File: config.mk
export PLATFORM = sky130hd
export DESIGN_NAME = misc_ctrl_status_regs
export DESIGN_NICKNAME = d
export VERILOG_FILES = /design/src/core/misc_regs_pkg.sv /design/src/core/misc_ctrl_status_regs.sv /design/src/core/sync_activity_detect.sv
export SDC_FILE = /design/constraint.sdc
export NUM_CORES = 1
export LEC_CHECK = 0
export BUFFER_PORTS_ARGS = -buffer_cell sky130_fd_sc_hd__buf_2
export CAP_MARGIN = 20
export CORE_MARGIN = 3
export CORE_UTILIZATION = 50
export DETAILED_ROUTE_END_ITERATION = 16
export PLACE_DENSITY = 0.79
export SYNTH_ARGS = -nofsm -noshare
export SYNTH_HDL_FRONTEND = slang
export SYNTH_SLANG_ARGS = --single-unit
File: constraint.sdc
create_clock -name SYS_CLK -period 2.8 [get_ports SYS_CLK]
set_input_delay 0.28 -clock SYS_CLK [delete_from_list [all_inputs] [get_ports SYS_CLK]]
set_output_delay 0.28 -clock SYS_CLK [all_outputs]
set_load 0.05 [all_outputs]
File: src/core/misc_regs_pkg.sv
package misc_regs_pkg;
  // ==========================================================
  // Register offsets
  localparam logic [15:0] ADDR_PORT_CTRL = 16'h0001;
  localparam logic [15:0] ADDR_DEST_B = 16'h0557;
  localparam logic [15:0] ADDR_SYNC_Z = 16'h055f;
  localparam logic [15:0] ADDR_KEY = 16'h056e;
  localparam logic [15:0] ADDR_SLEW_A = 16'h056f;
  localparam logic [15:0] ADDR_SLEW_B = 16'h0570;

  // ==========================================================
  // Reset values
  localparam logic [6:0] RST_DEST_B = 7'h00;
  localparam logic [7:0] RST_KEY = 8'hbb;
  localparam logic [7:0] UNLOCK_VALUE = 8'hbb;
  localparam logic [2:0] RST_PORT_CTRL = 3'h0;
  localparam logic [1:0] RST_PIN0 = 2'h2;
  localparam logic [1:0] RST_PIN1 = 2'h3;
  localparam logic [1:0] RST_PIN2 = 2'h3;
  localparam logic [1:0] RST_PIN3 = 2'h3;
  localparam logic [1:0] RST_PIN4 = 2'h3;

  // ==========================================================
  // Field positions
  localparam int DEST_B_LSB = 1;
  localparam int POS_PV_SEEN = 6;
  localparam int POS_FS_SEEN = 5;
  localparam int POS_LS_SEEN = 4;
  localparam int POS_FS_POL = 1;
  localparam int POS_LS_POL = 0;
  localparam int PIN0_LSB = 0;
  localparam int PIN1_LSB = 2;
  localparam int PIN2_LSB = 4;
  localparam int PIN3_LSB = 2;
  localparam int PIN4_LSB = 4;
  localparam int PC_LOCAL_DIS = 0;
  localparam int PC_PT1_EN = 1;
  localparam int PC_PT2_EN = 2;

  // ==========================================================
  // Timing: detection window is 2**WIN_CNT_W cycles
  localparam int WIN_CNT_W = 10;

  typedef struct packed {
    logic pixel_valid_seen_z;
    logic frame_sync_seen_z;
    logic line_sync_seen_z;
    logic frame_sync_polarity_z;
    logic line_sync_polarity_z;
  } sync_status_s;

  // Member order matches the register bits: bit 2 first, bit 0 last
  typedef struct packed {
    logic passthru_two_enable;
    logic passthru_one_enable;
    logic local_ctrl_disable;
  } port_ctrl_s;
endpackage

File: src/core/misc_ctrl_status_regs.sv
`timescale 1ns/1ps
// Behaviour
// - Channel 2 destination B address is a seven-bit read-write field in bits 7:1, reset zero.
// - A link transaction whose address equals channel 2 source B is sent on with destination B.
// - Bits 6, 5, 4 of the pipeline Z status read 1 when pixel-valid, frame and line sync toggle.
// - Bits 1 and 0 report frame and line sync polarity, 0 active low and 1 active high.
// - Port control fields are written only while the unlock key holds the unlock value.
// - Any other key value blocks those writes, and the key resets to the unlock value.
// - Each two-bit edge rate code drives its pin, 00 fastest and 11 slowest.
// - Pin 0 edge rate is bits 1:0 of the first slew register, reset binary 10.
// - Pin 1 edge rate is bits 3:2 and pin 2 bits 5:4 of the first slew register.
// - Pin 3 edge rate is bits 3:2 of the second slew register, reset binary 11.
// - Pin 4 edge rate is bits 5:4 of the second slew register, other bits unused.
module misc_ctrl_status_regs (
  input wire logic SYS_CLK,
  input wire logic ARST_N,
  input wire logic [15:0] CFG_ADDR,
  input wire logic CFG_WR,
  input wire logic CFG_RD,
  input wire logic [7:0] CFG_WDATA,
  output logic [7:0] CFG_RDATA,
  output logic CFG_RVALID,
  input wire logic LINE_SYNC_Z,
  input wire logic FRAME_SYNC_Z,
  input wire logic PIXEL_VALID_Z,
  input wire logic [6:0] CH2_TRANSLATE_MATCH_B,
  input wire logic [6:0] LINK_ADDR,
  input wire logic LINK_ADDR_VALID,
  output logic [6:0] REMOTE_ADDR,
  output logic REMOTE_ADDR_VALID,
  output logic LOCAL_CTRL_DISABLE,
  output logic PASSTHRU_ONE_ENABLE,
  output logic PASSTHRU_TWO_ENABLE,
  output logic [1:0] PIN0_EDGE_RATE,
  output logic [1:0] PIN1_EDGE_RATE,
  output logic [1:0] PIN2_EDGE_RATE,
  output logic [1:0] PIN3_EDGE_RATE,
  output logic [1:0] PIN4_EDGE_RATE
);
  logic rst_meta;
  logic rst_n;
  logic [6:0] ch2_translate_target_b;
  logic [7:0] write_key;
  logic unlocked;
  misc_regs_pkg::sync_status_s sync_st;
  misc_regs_pkg::port_ctrl_s port_ctrl;
  logic [7:0] next_rdata;
  logic wr_dest;
  logic wr_key;
  logic wr_ctrl;
  logic wr_slew_a;
  logic wr_slew_b;

  // ==========================================================
  // Reset release
  always_ff @(posedge SYS_CLK or negedge ARST_N) begin
    if (!ARST_N) begin
      rst_meta <= 1'b0;
      rst_n <= 1'b0;
    end else begin
      rst_meta <= 1'b1;
      rst_n <= rst_meta;
    end
  end

  // ==========================================================
  // Address decode
  assign wr_dest = CFG_WR && (CFG_ADDR == misc_regs_pkg::ADDR_DEST_B);
  assign wr_key = CFG_WR && (CFG_ADDR == misc_regs_pkg::ADDR_KEY);
  assign wr_ctrl = CFG_WR && (CFG_ADDR == misc_regs_pkg::ADDR_PORT_CTRL);
  assign wr_slew_a = CFG_WR && (CFG_ADDR == misc_regs_pkg::ADDR_SLEW_A);
  assign wr_slew_b = CFG_WR && (CFG_ADDR == misc_regs_pkg::ADDR_SLEW_B);
  assign unlocked = (write_key == misc_regs_pkg::UNLOCK_VALUE);

  // ==========================================================
  // Translator destination B
  always_ff @(posedge SYS_CLK or negedge rst_n) begin
    if (!rst_n) begin
      ch2_translate_target_b <= misc_regs_pkg::RST_DEST_B;
    end else if (wr_dest) begin
      ch2_translate_target_b <= CFG_WDATA[misc_regs_pkg::DEST_B_LSB +: 7];
    end
  end

  // ==========================================================
  // Address substitution toward the remote side
  always_ff @(posedge SYS_CLK or negedge rst_n) begin
    if (!rst_n) begin
      REMOTE_ADDR <= 7'h00;
      REMOTE_ADDR_VALID <= 1'b0;
    end else begin
      REMOTE_ADDR_VALID <= LINK_ADDR_VALID;
      if (LINK_ADDR_VALID) begin
        if (LINK_ADDR == CH2_TRANSLATE_MATCH_B) begin
          REMOTE_ADDR <= ch2_translate_target_b;
        end else begin
          REMOTE_ADDR <= LINK_ADDR;
        end
      end
    end
  end

  // ==========================================================
  // Unlock key and gated port control
  always_ff @(posedge SYS_CLK or negedge rst_n) begin
    if (!rst_n) begin
      write_key <= misc_regs_pkg::RST_KEY;
    end else if (wr_key) begin
      write_key <= CFG_WDATA;
    end
  end

  always_ff @(posedge SYS_CLK or negedge rst_n) begin
    if (!rst_n) begin
      port_ctrl <= misc_regs_pkg::RST_PORT_CTRL;
    end else if (wr_ctrl && unlocked) begin
      port_ctrl.local_ctrl_disable <= CFG_WDATA[misc_regs_pkg::PC_LOCAL_DIS];
      port_ctrl.passthru_one_enable <= CFG_WDATA[misc_regs_pkg::PC_PT1_EN];
      port_ctrl.passthru_two_enable <= CFG_WDATA[misc_regs_pkg::PC_PT2_EN];
    end
  end

  assign LOCAL_CTRL_DISABLE = port_ctrl.local_ctrl_disable;
  assign PASSTHRU_ONE_ENABLE = port_ctrl.passthru_one_enable;
  assign PASSTHRU_TWO_ENABLE = port_ctrl.passthru_two_enable;

  // ==========================================================
  // Pin edge rate fields, driven straight to the pad controls
  always_ff @(posedge SYS_CLK or negedge rst_n) begin
    if (!rst_n) begin
      PIN0_EDGE_RATE <= misc_regs_pkg::RST_PIN0;
      PIN1_EDGE_RATE <= misc_regs_pkg::RST_PIN1;
      PIN2_EDGE_RATE <= misc_regs_pkg::RST_PIN2;
    end else if (wr_slew_a) begin
      PIN0_EDGE_RATE <= CFG_WDATA[misc_regs_pkg::PIN0_LSB +: 2];
      PIN1_EDGE_RATE <= CFG_WDATA[misc_regs_pkg::PIN1_LSB +: 2];
      PIN2_EDGE_RATE <= CFG_WDATA[misc_regs_pkg::PIN2_LSB +: 2];
    end
  end

  always_ff @(posedge SYS_CLK or negedge rst_n) begin
    if (!rst_n) begin
      PIN3_EDGE_RATE <= misc_regs_pkg::RST_PIN3;
      PIN4_EDGE_RATE <= misc_regs_pkg::RST_PIN4;
    end else if (wr_slew_b) begin
      PIN3_EDGE_RATE <= CFG_WDATA[misc_regs_pkg::PIN3_LSB +: 2];
      PIN4_EDGE_RATE <= CFG_WDATA[misc_regs_pkg::PIN4_LSB +: 2];
    end
  end

  // ==========================================================
  // Pipeline Z sync monitor
  sync_activity_detect u_sync_detect (
    .clk(SYS_CLK),
    .rst_n(rst_n),
    .line_sync_raw(LINE_SYNC_Z),
    .frame_sync_raw(FRAME_SYNC_Z),
    .pixel_valid_raw(PIXEL_VALID_Z),
    .status(sync_st)
  );

  // ==========================================================
  // Read path, unused and unmapped bits read zero
  always_comb begin
    next_rdata = 8'h00;
    unique case (CFG_ADDR)
      misc_regs_pkg::ADDR_DEST_B: begin
        next_rdata[misc_regs_pkg::DEST_B_LSB +: 7] = ch2_translate_target_b;
      end
      misc_regs_pkg::ADDR_SYNC_Z: begin
        next_rdata[misc_regs_pkg::POS_PV_SEEN] = sync_st.pixel_valid_seen_z;
        next_rdata[misc_regs_pkg::POS_FS_SEEN] = sync_st.frame_sync_seen_z;
        next_rdata[misc_regs_pkg::POS_LS_SEEN] = sync_st.line_sync_seen_z;
        next_rdata[misc_regs_pkg::POS_FS_POL] = sync_st.frame_sync_polarity_z;
        next_rdata[misc_regs_pkg::POS_LS_POL] = sync_st.line_sync_polarity_z;
      end
      misc_regs_pkg::ADDR_KEY: begin
        next_rdata = write_key;
      end
      misc_regs_pkg::ADDR_PORT_CTRL: begin
        next_rdata[misc_regs_pkg::PC_LOCAL_DIS] = port_ctrl.local_ctrl_disable;
        next_rdata[misc_regs_pkg::PC_PT1_EN] = port_ctrl.passthru_one_enable;
        next_rdata[misc_regs_pkg::PC_PT2_EN] = port_ctrl.passthru_two_enable;
      end
      misc_regs_pkg::ADDR_SLEW_A: begin
        next_rdata[misc_regs_pkg::PIN0_LSB +: 2] = PIN0_EDGE_RATE;
        next_rdata[misc_regs_pkg::PIN1_LSB +: 2] = PIN1_EDGE_RATE;
        next_rdata[misc_regs_pkg::PIN2_LSB +: 2] = PIN2_EDGE_RATE;
      end
      misc_regs_pkg::ADDR_SLEW_B: begin
        next_rdata[misc_regs_pkg::PIN3_LSB +: 2] = PIN3_EDGE_RATE;
        next_rdata[misc_regs_pkg::PIN4_LSB +: 2] = PIN4_EDGE_RATE;
      end
      default: begin
        next_rdata = 8'h00;
      end
    endcase
  end

  always_ff @(posedge SYS_CLK or negedge rst_n) begin
    if (!rst_n) begin
      CFG_RDATA <= 8'h00;
      CFG_RVALID <= 1'b0;
    end else begin
      CFG_RVALID <= CFG_RD;
      if (CFG_RD) begin
        CFG_RDATA <= next_rdata;
      end
    end
  end
endmodule

File: src/core/sync_activity_detect.sv
`timescale 1ns/1ps
module sync_activity_detect (
  input wire logic clk,
  input wire logic rst_n,
  input wire logic line_sync_raw,
  input wire logic frame_sync_raw,
  input wire logic pixel_valid_raw,
  output misc_regs_pkg::sync_status_s status
);
  localparam int W = misc_regs_pkg::WIN_CNT_W;

  logic [2:0] raw;
  logic [2:0] sy1;
  logic [2:0] sy2;
  logic [2:0] sy3;
  logic [2:0] lvl;
  logic [2:0] toggled;
  logic [2:0] change;
  logic [2:0] high_half;
  logic [W-1:0] win_cnt;
  logic win_end;
  logic [2:0] seen;
  logic [1:0] pol;

  assign raw = {pixel_valid_raw, frame_sync_raw, line_sync_raw};
  assign win_end = &win_cnt;

  // ==========================================================
  // Window counter
  always_ff @(posedge clk or negedge rst_n) begin
    if (!rst_n) begin
      win_cnt <= '0;
    end else begin
      win_cnt <= win_cnt + 1'b1;
    end
  end

  // ==========================================================
  // Per-signal synchroniser, activity and duty measurement
  genvar i;
  generate
    for (i = 0; i < 3; i++) begin : g_sig
      logic [W:0] high_cnt;
      always_ff @(posedge clk or negedge rst_n) begin
        if (!rst_n) begin
          sy1[i] <= 1'b0;
          sy2[i] <= 1'b0;
          sy3[i] <= 1'b0;
          lvl[i] <= 1'b0;
          toggled[i] <= 1'b0;
          high_cnt <= '0;
          seen[i] <= 1'b0;
        end else begin
          sy1[i] <= raw[i];
          sy2[i] <= sy1[i];
          sy3[i] <= sy2[i];
          // A change counts once the last two stages agree
          if (sy2[i] == sy3[i]) begin
            lvl[i] <= sy3[i];
          end
          if (win_end) begin
            // A change on the closing cycle still counts for this window
            seen[i] <= toggled[i] | change[i];
            toggled[i] <= 1'b0;
            high_cnt <= '0;
          end else begin
            toggled[i] <= toggled[i] | change[i];
            high_cnt <= high_cnt + {{W{1'b0}}, lvl[i]};
          end
        end
      end
      // Signal mostly low means its pulses are active high
      assign high_half[i] = high_cnt[W-1];
      assign change[i] = (sy2[i] == sy3[i]) && (sy3[i] != lvl[i]);
    end
  endgenerate

  // ==========================================================
  // Polarity of the two sync signals, held while idle
  always_ff @(posedge clk or negedge rst_n) begin
    if (!rst_n) begin
      pol <= 2'h0;
    end else if (win_end) begin
      if (toggled[0] | change[0]) begin
        pol[0] <= ~high_half[0];
      end
      if (toggled[1] | change[1]) begin
        pol[1] <= ~high_half[1];
      end
    end
  end

  always_comb begin
    status.pixel_valid_seen_z = seen[2];
    status.frame_sync_seen_z = seen[1];
    status.line_sync_seen_z = seen[0];
    status.frame_sync_polarity_z = pol[1];
    status.line_sync_polarity_z = pol[0];
  end
endmodule

### Word-level counts from Yosys, hierarchy flattened

Index checks and enable logic that the tools add are counted.

| storage, ports and cells | value |
|---|---|
| flip-flop bits (word level) | 99 |
| logic and storage cells | 86 |

| operators by class | value |
|---|---|
| add/sub/neg operators | 3 |
| reduce and logical (&&, ||, !) cells | 12 |
| mux-type cells | 13 |
| bitwise gates (word level) | 5 |
| eq/ne operators | 14 |

Operators by type and width:

| operator | number |
|---|---|
| $eq 16x11->1 const B | 5 |
| $add 11x1->11 | 2 |
| $mux 11 | 2 |
| $reduce_and 11->1 | 2 |
| $eq 16x1->1 const B | 1 |
| $add 10x1->10 const B | 1 |
| $pmux 1 s5 | 2 |
| $pmux 2 s5 | 1 |
| $reduce_and 10->1 | 1 |
| $logic_and 1x1->1 | 9 |
| $eq 8x8->1 const B | 1 |
| $pmux 1 s4 | 2 |
| $eq 7x7->1 | 1 |
| $mux 7 | 1 |
| $eq 1x1->1 | 3 |
| $mux 1 | 3 |
| $ne 1x1->1 | 3 |
| $or 1x1->1 | 3 |
| $pmux 1 s3 | 1 |
| $not 1->1 | 2 |
| $pmux 1 s2 | 1 |

### Logic depth before layout (Yosys ltp)

Gate-level depths: netlist of the first run.

| depth | value |
|---|---|
| depth after elaboration | 4 |
| depth in mapped cells | 6 |
| gate-level depth less buffers | 6 |

### By module

A second synthesis of the first run with hierarchy kept.

| second synthesis, totals | value |
|---|---|
| cell total of the unflattened synthesis | 359 |
| area total of the unflattened synthesis | 4309.1 µm² |

Modules (own cells, without submodules):

| module | sequential area each (µm²) | area each (µm²) | cells each | times used |
|---|---|---|---|---|
| misc_ctrl_status_regs | 1194.9 | 2278.4 | 192 | 1 |
| sync_activity_detect | 1251.2 | 2030.7 | 167 | 1 |

### Worst setup path before layout of the first run

No wires, ideal clock.

| timing path | value |
|---|---|
| kind | input -> register |
| start point | in CFG_ADDR[9] |
| end point | reg write_key[2] |
| arrival time | 1955 ps |
| buffers on the path | 1 |
| stages on the path | 5 |
| data required time | 2675 ps |
| setup slack | 720 ps |
| library setup time | 125 ps |
| path through | or4_1 > buf_2 > nor4_4 > nand3_2 > mux2_2 |

| on the way | value |
|---|---|
| word-level cells in the longest chain between the ends | 2 |

Ends and longest elaborated chain:

| item | line | text |
|---|---|---|
| from (decl) | misc_ctrl_status_regs.sv:17 | `input wire logic [15:0] CFG_ADDR,` |
| $eq 16x11->1 | misc_ctrl_status_regs.sv:69 | `assign wr_key = CFG_WR && (CFG_ADDR == misc_regs_pkg::ADDR_KEY);` |
| $logic_and 1x1->1 | misc_ctrl_status_regs.sv:69 |  |
| to (signal assigned) | misc_ctrl_status_regs.sv:107 | `write_key <= misc_regs_pkg::RST_KEY;` |
| to (decl) | misc_ctrl_status_regs.sv:43 | `logic [7:0] write_key;` |

Every way passes these cells.
A chain may end at the register's enable or synchronous reset.

### Final worst setup path of the first run

| timing path | value |
|---|---|
| start point | in CFG_ADDR[9] |
| end point | reg ch2_translate_target_b[4] |

| on the way | value |
|---|---|
| word-level cells in the longest chain between the ends | 2 |

Ends and longest elaborated chain:

| item | line | text |
|---|---|---|
| $eq 16x11->1 | misc_ctrl_status_regs.sv:68 | `assign wr_dest = CFG_WR && (CFG_ADDR == misc_regs_pkg::ADDR_DEST_B);` |
| $logic_and 1x1->1 | misc_ctrl_status_regs.sv:68 |  |
| to (signal assigned) | misc_ctrl_status_regs.sv:79 | `ch2_translate_target_b <= misc_regs_pkg::RST_DEST_B;` |
| to (signal assigned) | misc_ctrl_status_regs.sv:81 | `ch2_translate_target_b <= CFG_WDATA[misc_regs_pkg::DEST_B_LSB +: 7];` |
| to (decl) | misc_ctrl_status_regs.sv:42 | `logic [6:0] ch2_translate_target_b;` |

Every way passes these cells.

==> summary.md, run 1 <==
| Metric | Value |
|---|---|
| Status | finished, final reports clean |
| Via/cell ratio | 5.70 |
| CTS Hold Bufs | 2 |
| WS Path Type | in2reg |
| Post-DP HPWL | 6780 um |
| Placement row count | 33 |
| Final wirelength | 9340 um |
| Area occupied by multi-input gates | 1780 sq um |
| Height of the chip | 98.6 um |
| Drt drc | 0 |
| Nets@finish | 507 |
| Syn nets | 424 |
| Max cap viols | 0 |
| Worst-Margin Slew | 0.671 ns |
| H-Tree Depth | 3 |
| Final Util | 61.4% |
| Die area | 9730 sq um |
| Slew margin rel. | 54.8% |
| Setup TNS Final | 0 ns |
| Top cells by count, synth | 82 x dfrtp_1, 39 x nor2_1, 34 x mux2_2 |
| Top cell type by total area after synthesis | dfrtp_1 |
| DR vias | 3,226 |
| Final setup fails | 0 |
| Hold WC Path Type | in2reg |
| Cell area power density | 607 nW/um^2 |
| Crit path max fanout | 8 |
| Initial antenna violation count | 0 |
| Gpl congestion | 0.895 |
| Leakage power | 2.27 nW |
| Total track usage | 20.0% |
| Syn Area/Cell | 11.5 sq um |
| Ranking of synthesized cells by area | dfrtp_1 48%, dfstp_2 9.2%, mux2_2 8.9% |
| Overall power | 3.08 mW |
| Max Clk Rate | 0.488 GHz |
| Clk pin slew, worst setup/hold paths | 0.08 ns |
| CTS tree | yes |
| WP data arrival | 2.29 ns |
| Vias in the first global route | 3,275 |
| Register area | 2450 sq um |
| Dominant cell by count in the synthesized netlist | dfrtp_1 |
| Crit path launch type | primary input |
| Pre-CTS setup slack | 0.432 ns |
| RSZ-0062 raised after global routing | false |
| Synth Register Bits | 97 |
| Cell variety after synth | 44 |
| # IOs | 76 |
| Register area share after synthesis | 57.0% |
| Largest delay share family, worst path | simple AND/OR/NAND/NOR gates |
| Non-filler cells, final | 566 |
| Fill cells | 684 |
| Period utilisation layout | 73.1% |
| Global-route wire length before repair | 15,400 um |
| Number of enable flip-flop cells after synthesis | 0 |
| Area after DPL | 4820 sq um |
| Slowest cell on crit path | or4_1 |
| Hold Slack | 0.0245 ns |
| YS warnings | 0 |
| VDD IR-drop max | 0.335 mV |
| I/O Buffers | 75 |
| DR WL/cell | 16.5 um |
| Pins over their slew limit | 0 |
| Worst setup margin | 0.753 ns |
| DR iter-0 viols | 153 |
| Starting density of the core | 52.0% |
| Worst-skew pair later-pin latency | 0.36 ns |
| Num CTS Buffers | 9 |
| Crit-path cells | buf_2 > or4_1 > nor4_1 > nand3_1 > mux2_2 |
| Post-CTS Setup Bufs | 0 |
| Final instance area | 5070 sq um |
| Primary FF master, synth | dfrtp_1 |
| Pin count of the biggest net entering global routing | 56 |
| Worst Path Buf+Inv | 1 |
| Placed cell count | 548 |
| ANT nets after route | 0 |
| Share of the synthesized area in the top cell type | 47.8% |
| Worst Path Required | 3.04 ns |
| DRT Pass-1 Iters | 4 |
| Core footprint | 8260 sq um |
| Final hold vios | 0 |
| Min Tclk post-route | 2.05 ns |
| Gr ovfl total | 0 |
| Clk sinks | 97 |
| # diodes | 0 |
| Slowest stage delay, CP | 0.69 ns |
| # resized after CTS | 0 |
| Layout cells sized above 1 | 32.1% |
| Syn Inst Count | 373 |
| Clock root buffer | clkbuf_8 |
| Clock buffer depth | 2 |
| CP endpoint kind | flip-flop |
| Synth Cell Area | 4290 sq um |
| Layout area overhead | 18.1% |
| Die Wd | 98.6 um |
| Final Skew | 0.0118 ns |
| Async S/R FF share, synth | 100% |
-- logic make-up (layout without fill, tap and decap cells) --
logic type | count (synthesis) | in the layout | share of synthesized area (%)
multiplexers | 38 | 38 | 9.85
buffers and inverters | 19 | 107 | 1.69
adder cells (fa/ha/maj) | 8 | 8 | 2.16
flip-flops | 97 | 97 | 57.0
AO/OA/AOI/OAI | 50 | 50 | 7.41
XOR/XNOR | 27 | 27 | 5.51
other | 1 | 1 | 0.0874
AND/OR/NAND/NOR | 133 | 133 | 16.3
-- power by group --
group	switching [mW]	leakage, nW	internal (mW)
logic	0.241	0.966	0.162
registers	0.108	1.19	1.52
clock network	0.448	0.112	0.596
-- placed cells by master, fill, tap and decap left out, types with 2 or more instances in the layout --
cell type,Yosys,final
a31oi_1,12,12
nand3_2,2,2
nand2b_1,2,2
a32oi_1,6,6
inv_1,8,8
nor3_1,9,8
o21ai_0,13,13
nor4_1,7,7
dlygate4sd3_1,0,2
dfrtp_1,82,81
nand4_1,4,4
buf_4,0,4
dfstp_2,15,15
xor2_1,6,6
mux2i_1,4,4
nand4b_1,2,2
nor2b_1,7,7
xnor2_1,21,21
nand2_1,20,20
clkbuf_8,0,9
a21oi_1,11,11
or4bb_1,2,2
nand3_1,22,22
clkbuf_1,9,4
maj3_1,3,3
bufinv_16,0,3
nor2_1,39,39
o32a_1,2,2
and3_1,2,2
nand3b_1,3,3
ha_1,5,5
or3_1,5,5
mux2_2,34,34
buf_2,1,75
a221oi_1,2,2
-- layer usage --
layer / routed length [um] / up-vias / share of wire [%] / track usage [%]
met5: 0 / - / 0 / 0
met4: 260 / 0 / 2.8 / 9.66
met3: 556 / 27 / 6.0 / 5.10
met2: 4750 / 110 / 51 / 34.0
met1: 3770 / 1591 / 40 / 23.6
li1: - / 1498 / - / -
-- final cells by class --
class,count,share of cell area [%]
clock buffers,13,2.74
clock inverters,3,1.78
inverters,9,0.667
multi-input cells,257,35.1
flip-flops and latches,97,48.3
well taps,105,2.59
repair buffers,82,8.79
-- flip-flops by register name, indices dropped and copies added (netlist names), 3 cells and up --
name and count:
u_sync_detect.toggled 3, CFG_RDATA 8, u_sync_detect.status 3, write_key 8, u_sync_detect.g_sig.high_cnt 20, u_sync_detect.lvl 3
u_sync_detect.sy1 3, ch2_translate_target_b 7, u_sync_detect.win_cnt 10, u_sync_detect.sy2 3, REMOTE_ADDR 7, u_sync_detect.sy3 3
-- final timing paths --
| path | cells past startpoint | from | to | slack, ns |
|---|---|---|---|---|
| max | 5 | CFG_ADDR[9] | ch2_translate_target_b[4] | 0.75 |
| min | 1 | PIXEL_VALID_Z | u_sync_detect.sy1[2] | 0.02 |
| max reg2reg | 4 | write_key[1] | PASSTHRU_ONE_ENABLE | 1.18 |
| min reg2reg | 0 | rst_n | u_sync_detect.g_sig[1].high_cnt[2] | 0.31 |
| max in group asynchronous | 1 | rst_n | write_key[0] | 1.76 |
| min in group asynchronous | 2 | ARST_N | rst_n | 0.22 |
Note: power is estimated with default switching activity, not from simulation.
==> run 2: changes to the inputs <==
Settings changed: ABC_AREA set to 1, CORE_UTILIZATION 50 to 51, PLACE_DENSITY 0.79 to 0.8.
Clock period 2.8 ns to 1.7 ns, I/O delays scaled along.
==> run 2 against run 1 <==
Core utilization rose by 0.73 points. Count of clock-buffer cells in the layout fell by 1. Routed wire length rose by 6.2%. Worst setup slack got worse by 0.61 ns. Register-to-register slack got worse by 1.0 ns. Critical path depth rose by 2. Synthesized cell count rose by 43%. Power rose by 71%. Die area rose by 5.3%. Hold slack improved by 0.012 ns. Via count rose by 19%. Highest routed layer unchanged.
==> summary.md, run 2 <==
| Metric | Value |
|---|---|
| Min Tclk post-route | 1.55 ns |
| Cell variety after synth | 32 (-27%) |
| Worst Path Buf+Inv | 1 (unchanged) |
| FF-to-FF End | u_sync_detect.g_sig[0].high_cnt[5] |
| Syn Area/Cell | 8.68 sq um (-25%) |
| RSZ-0062 raised after global routing | false |
| Reg2Reg Launch Point | u_sync_detect.win_cnt[0] |
| Clk sinks | 97 (unchanged) |
| Clk pin slew, worst setup/hold paths | 0.09 ns (about the same) |
| Worst-skew pair later-pin latency | 0.37 ns (about the same) |
| Crit path launch type | flip-flop |
| Max Clk Rate | 0.643 GHz |
| Slowest cell on crit path | dfrtp_1 |
| Register area share after synthesis | 52.9% (-4.1 points) |
| R2r setup slk | 0.15 ns (-1.03 ns) |
| Syn Inst Count | 533 (+43%) |
| Period utilisation layout | 91.5% |
| Die Wd | 101 um (+2.6%) |
| DR iter-0 viols | 176 (+15%) |
| Switching Share | 26.8% (+0.94 points) |
| Clock buffer depth | 2 (unchanged) |
| Hold_sp | CFG_WDATA[7] |
| Placement row count | 34 (+3.0%) |
| Pin count of the biggest net entering global routing | 41 (-27%) |
| Final hold vios | 0 (unchanged) |
| Busiest grt layer | met2 |
| CP endpoint kind | flip-flop |
| Synth Register Bits | 97 (unchanged) |
| Drt drc | 0 (unchanged) |
| # diodes | 0 (unchanged) |
| Max cap viols | 0 (unchanged) |
| Share of the synthesized area in the top cell type | 44.4% (-3.5 points) |
| DR WL/cell | 13.5 um (-18%) |
| Initial antenna violation count | 0 (unchanged) |
| Pins over their slew limit | 0 (unchanged) |
| Seq pwr share | 50.7% (-2.3 points) |
| ANT nets after route | 0 (unchanged) |
| Layout area overhead | 17.6% |
| Gr ovfl total | 0 (unchanged) |
| Layout cells sized above 1 | 23.7% (-8.4 points) |
| Nets@finish | 671 (+32%) |
| Dominant cell by count in the synthesized netlist | nand2_1 |
| WS Path Type | reg2reg |
| Most flop-heavy register | u_sync_detect.g_sig.high_cnt |
| Clock share of power | 35.2% (+1.3 points) |
| Fill cells | 733 (+7.2%) |
| I/O Buffers | 75 (unchanged) |
| Hold WC Path Type | in2reg |
| CTS tree | yes |
| Crit path max fanout | 10 (+2) |
| Top cells by count, synth | 154 x nand2_1, 82 x dfrtp_1, 55 x nand3_1 |
| Comb power frac | 14.1% (+1.0 points) |
| H-Tree Depth | 3 (unchanged) |
| Ranking of synthesized cells by area | dfrtp_1 44%, nand2_1 12%, dfstp_2 8.5% |
| Met2 Use GR | 35.4% (+1.4 points) |
| Worst setup margin | 0.145 ns (-0.608 ns) |
| Clock root buffer | clkbuf_8 |
| Gpl congestion | 0.850 (-5.0%) |
| Syn nets | 584 (+38%) |
| DR vias | 3,837 (+19%) |
| Pre-CTS setup slack | 0.110 ns (-0.321 ns) |
| Power Internal | 3.85 mW (+69%) |
| Hold depth | 3 (+2) |
| Final setup fails | 0 (unchanged) |
| Commonest non-fill, non-tap cell in the layout | nand2_1 |
| Final wirelength | 9910 um (+6.2%) |
| Largest delay share family, worst path | simple AND/OR/NAND/NOR gates |
| Core footprint | 8760 sq um (+6.1%) |
| Async S/R FF share, synth | 100% (unchanged) |
| Number of enable flip-flop cells after synthesis | 0 (unchanged) |
| Die area | 10,200 sq um (+5.3%) |
| Height of the chip | 101 um (+2.6%) |
| Net Sw Power | 1.41 mW (+77%) |
| Worst Path Required | 1.96 ns (-1.08 ns) |
| Status | finished, final reports clean |
| Area after DPL | 5120 sq um (+6.4%) |
| Via/cell ratio | 5.23 (-8.2%) |
| DRT Pass-1 Iters | 6 (+2) |
| Vias in the first global route | 3,668 (+12%) |
| # IOs | 76 (unchanged) |
| Setup TNS Final | 0 ns (unchanged) |
| Most frequent cells in the layout | 154 x nand2_1, 81 x dfrtp_1, 75 x buf_2, 55 x nand3_1, 53 x inv_1 |
| Crit-path cells | ha_1 > nand4_2 > nor2_4 > nand4_4 > buf_4 > nand2_1 > nor2_1 |
| Hold path endpoint | write_key[7] |
| Total track usage | 20.7% (+0.70 points) |
| Final Util | 62.1% (+0.73 points) |
| Num CTS Buffers | 9 (unchanged) |
| Leakage power | 2.89 nW (+28%) |
| Top cell type by total area after synthesis | dfrtp_1 |
| WP data arrival | 1.81 ns (-0.48 ns) |
| Post-DP HPWL | 7350 um (+8.3%) |
| YS warnings | 0 (unchanged) |
| Met3 usage | 4.82% (-0.27 points) |
| Routing usage on met1 | 25.8% (+2.2 points) |
| Slowest stage delay, CP | 0.39 ns (-0.30 ns) |
| VDD IR-drop max | 0.513 mV (+53%) |
| Max reg flops | 20 (unchanged) |
| Final instance area | 5440 sq um (+7.4%) |
| Starting density of the core | 52.8% (+0.81 points) |
| Cell area power density | 966 nW/um^2 (+59%) |
| Primary FF master, synth | dfrtp_1 |
| Synth Cell Area | 4630 sq um (+7.8%) |
| Global-route wire length before repair | 16,700 um (+8.6%) |
| Final Skew | 0.0108 ns (-0.00101 ns) |
| Top flop regs | u_sync_detect.g_sig.high_cnt (20), u_sync_detect.win_cnt (10) |
| Reg2Reg Depth | 7 (+3) |
==> run 2: changes by cell type after synthesis, sizes merged, moves of 7 or more <==
| cell | change |
|---|---|
| nor2 | +28 |
| mux2 | -34 |
| nor4 | -8 |
| nor2b | -7 |
| xnor2 | -11 |
| o21a | +14 |
| nand2 | +137 |
| o21ai | +9 |
| nand3 | +32 |
| inv | +52 |
| a31oi | -11 |
| clkbuf | -8 |
==> run 2: metal layers <==
layer	vias up	part of all wire [%]
met5	-	0
met4	0	1.8
met3	21	5.7
met2	111	51
met1	1843	41
li1	1862	-
==> run 2: worst max path at each step <==
stage                                   startpoint                            endpoint  slack [ns]  depth (start not counted)
final                     u_sync_detect.win_cnt[0]  u_sync_detect.g_sig[0].high_cnt[5]        0.15                          7
after global routing      u_sync_detect.win_cnt[0]  u_sync_detect.g_sig[0].high_cnt[5]       0.001                          7
after detailed placement      u_sync_detect.lvl[0]  u_sync_detect.g_sig[0].high_cnt[8]        0.11                         12
after CTS                     u_sync_detect.lvl[0]  u_sync_detect.g_sig[0].high_cnt[8]        0.08                         12
after global placement        u_sync_detect.lvl[0]  u_sync_detect.g_sig[0].high_cnt[8]        0.20                         12
after floorplan                              rst_n                        CFG_RDATA[0]        0.08                          0
==> run 2: cells by family after synthesis <==
logic type / Yosys count / synth area share [%]
simple gates: 294 / 29.3
buf+inv: 68 / 6.38
xor+xnor: 17 / 3.22
fa+ha+maj: 5 / 1.35
compound gates: 51 / 6.82
flops: 97 / 52.9
other cells: 1 / 0.0811
==> run 2: repair_timing <==
item	CTS	global route
gates resized for setup	0	5
setup endpoints to repair	0	3
endpoints found under the hold margin	6	0
setup buffers	0	0
hold buffers	5	0
==> run 2: layout make-up <==
class | count | area [sq um] | share of cell area (%)
Clock inverter | 4 | 98.8 | 1.82
Sequential cell | 97 | 2450 | 45.0
Timing Repair Buffer | 84 | 480 | 8.83
Multi-Input combinational cell | 368 | 1900 | 34.9
Inverter | 60 | 225 | 4.14
Clock buffer | 12 | 155 | 2.85
Tap cell | 108 | 135 | 2.48
==> run 2: stage by stage <==
stage                     std cells  hold slack (ns)  power, mW
final                           733           0.0368       5.26
after global routing            733           0.0466       5.53
after CTS                       733           0.0287       5.28
after detailed placement        712          -0.0433       3.42
after global placement          712          -0.0450       3.38
after floorplan                 533           -0.126       3.19
==> run 2: power by group through the flow <==
stage	clock, mW	sequential (mW)	combinational [mW]
2_1_floorplan	0	2.78	0.413
6_report	1.85	2.67	0.742
3_5_place_dp	0	2.71	0.714
4_1_cts	1.87	2.67	0.736
5_1_grt	1.96	2.70	0.868
3_3_place_gp	0	2.69	0.689
==> run 2: worst min-delay path: stages <==
cell and delay [ns]:
buf_2 0.11, nand2_1 0.06, nand2_1 0.06
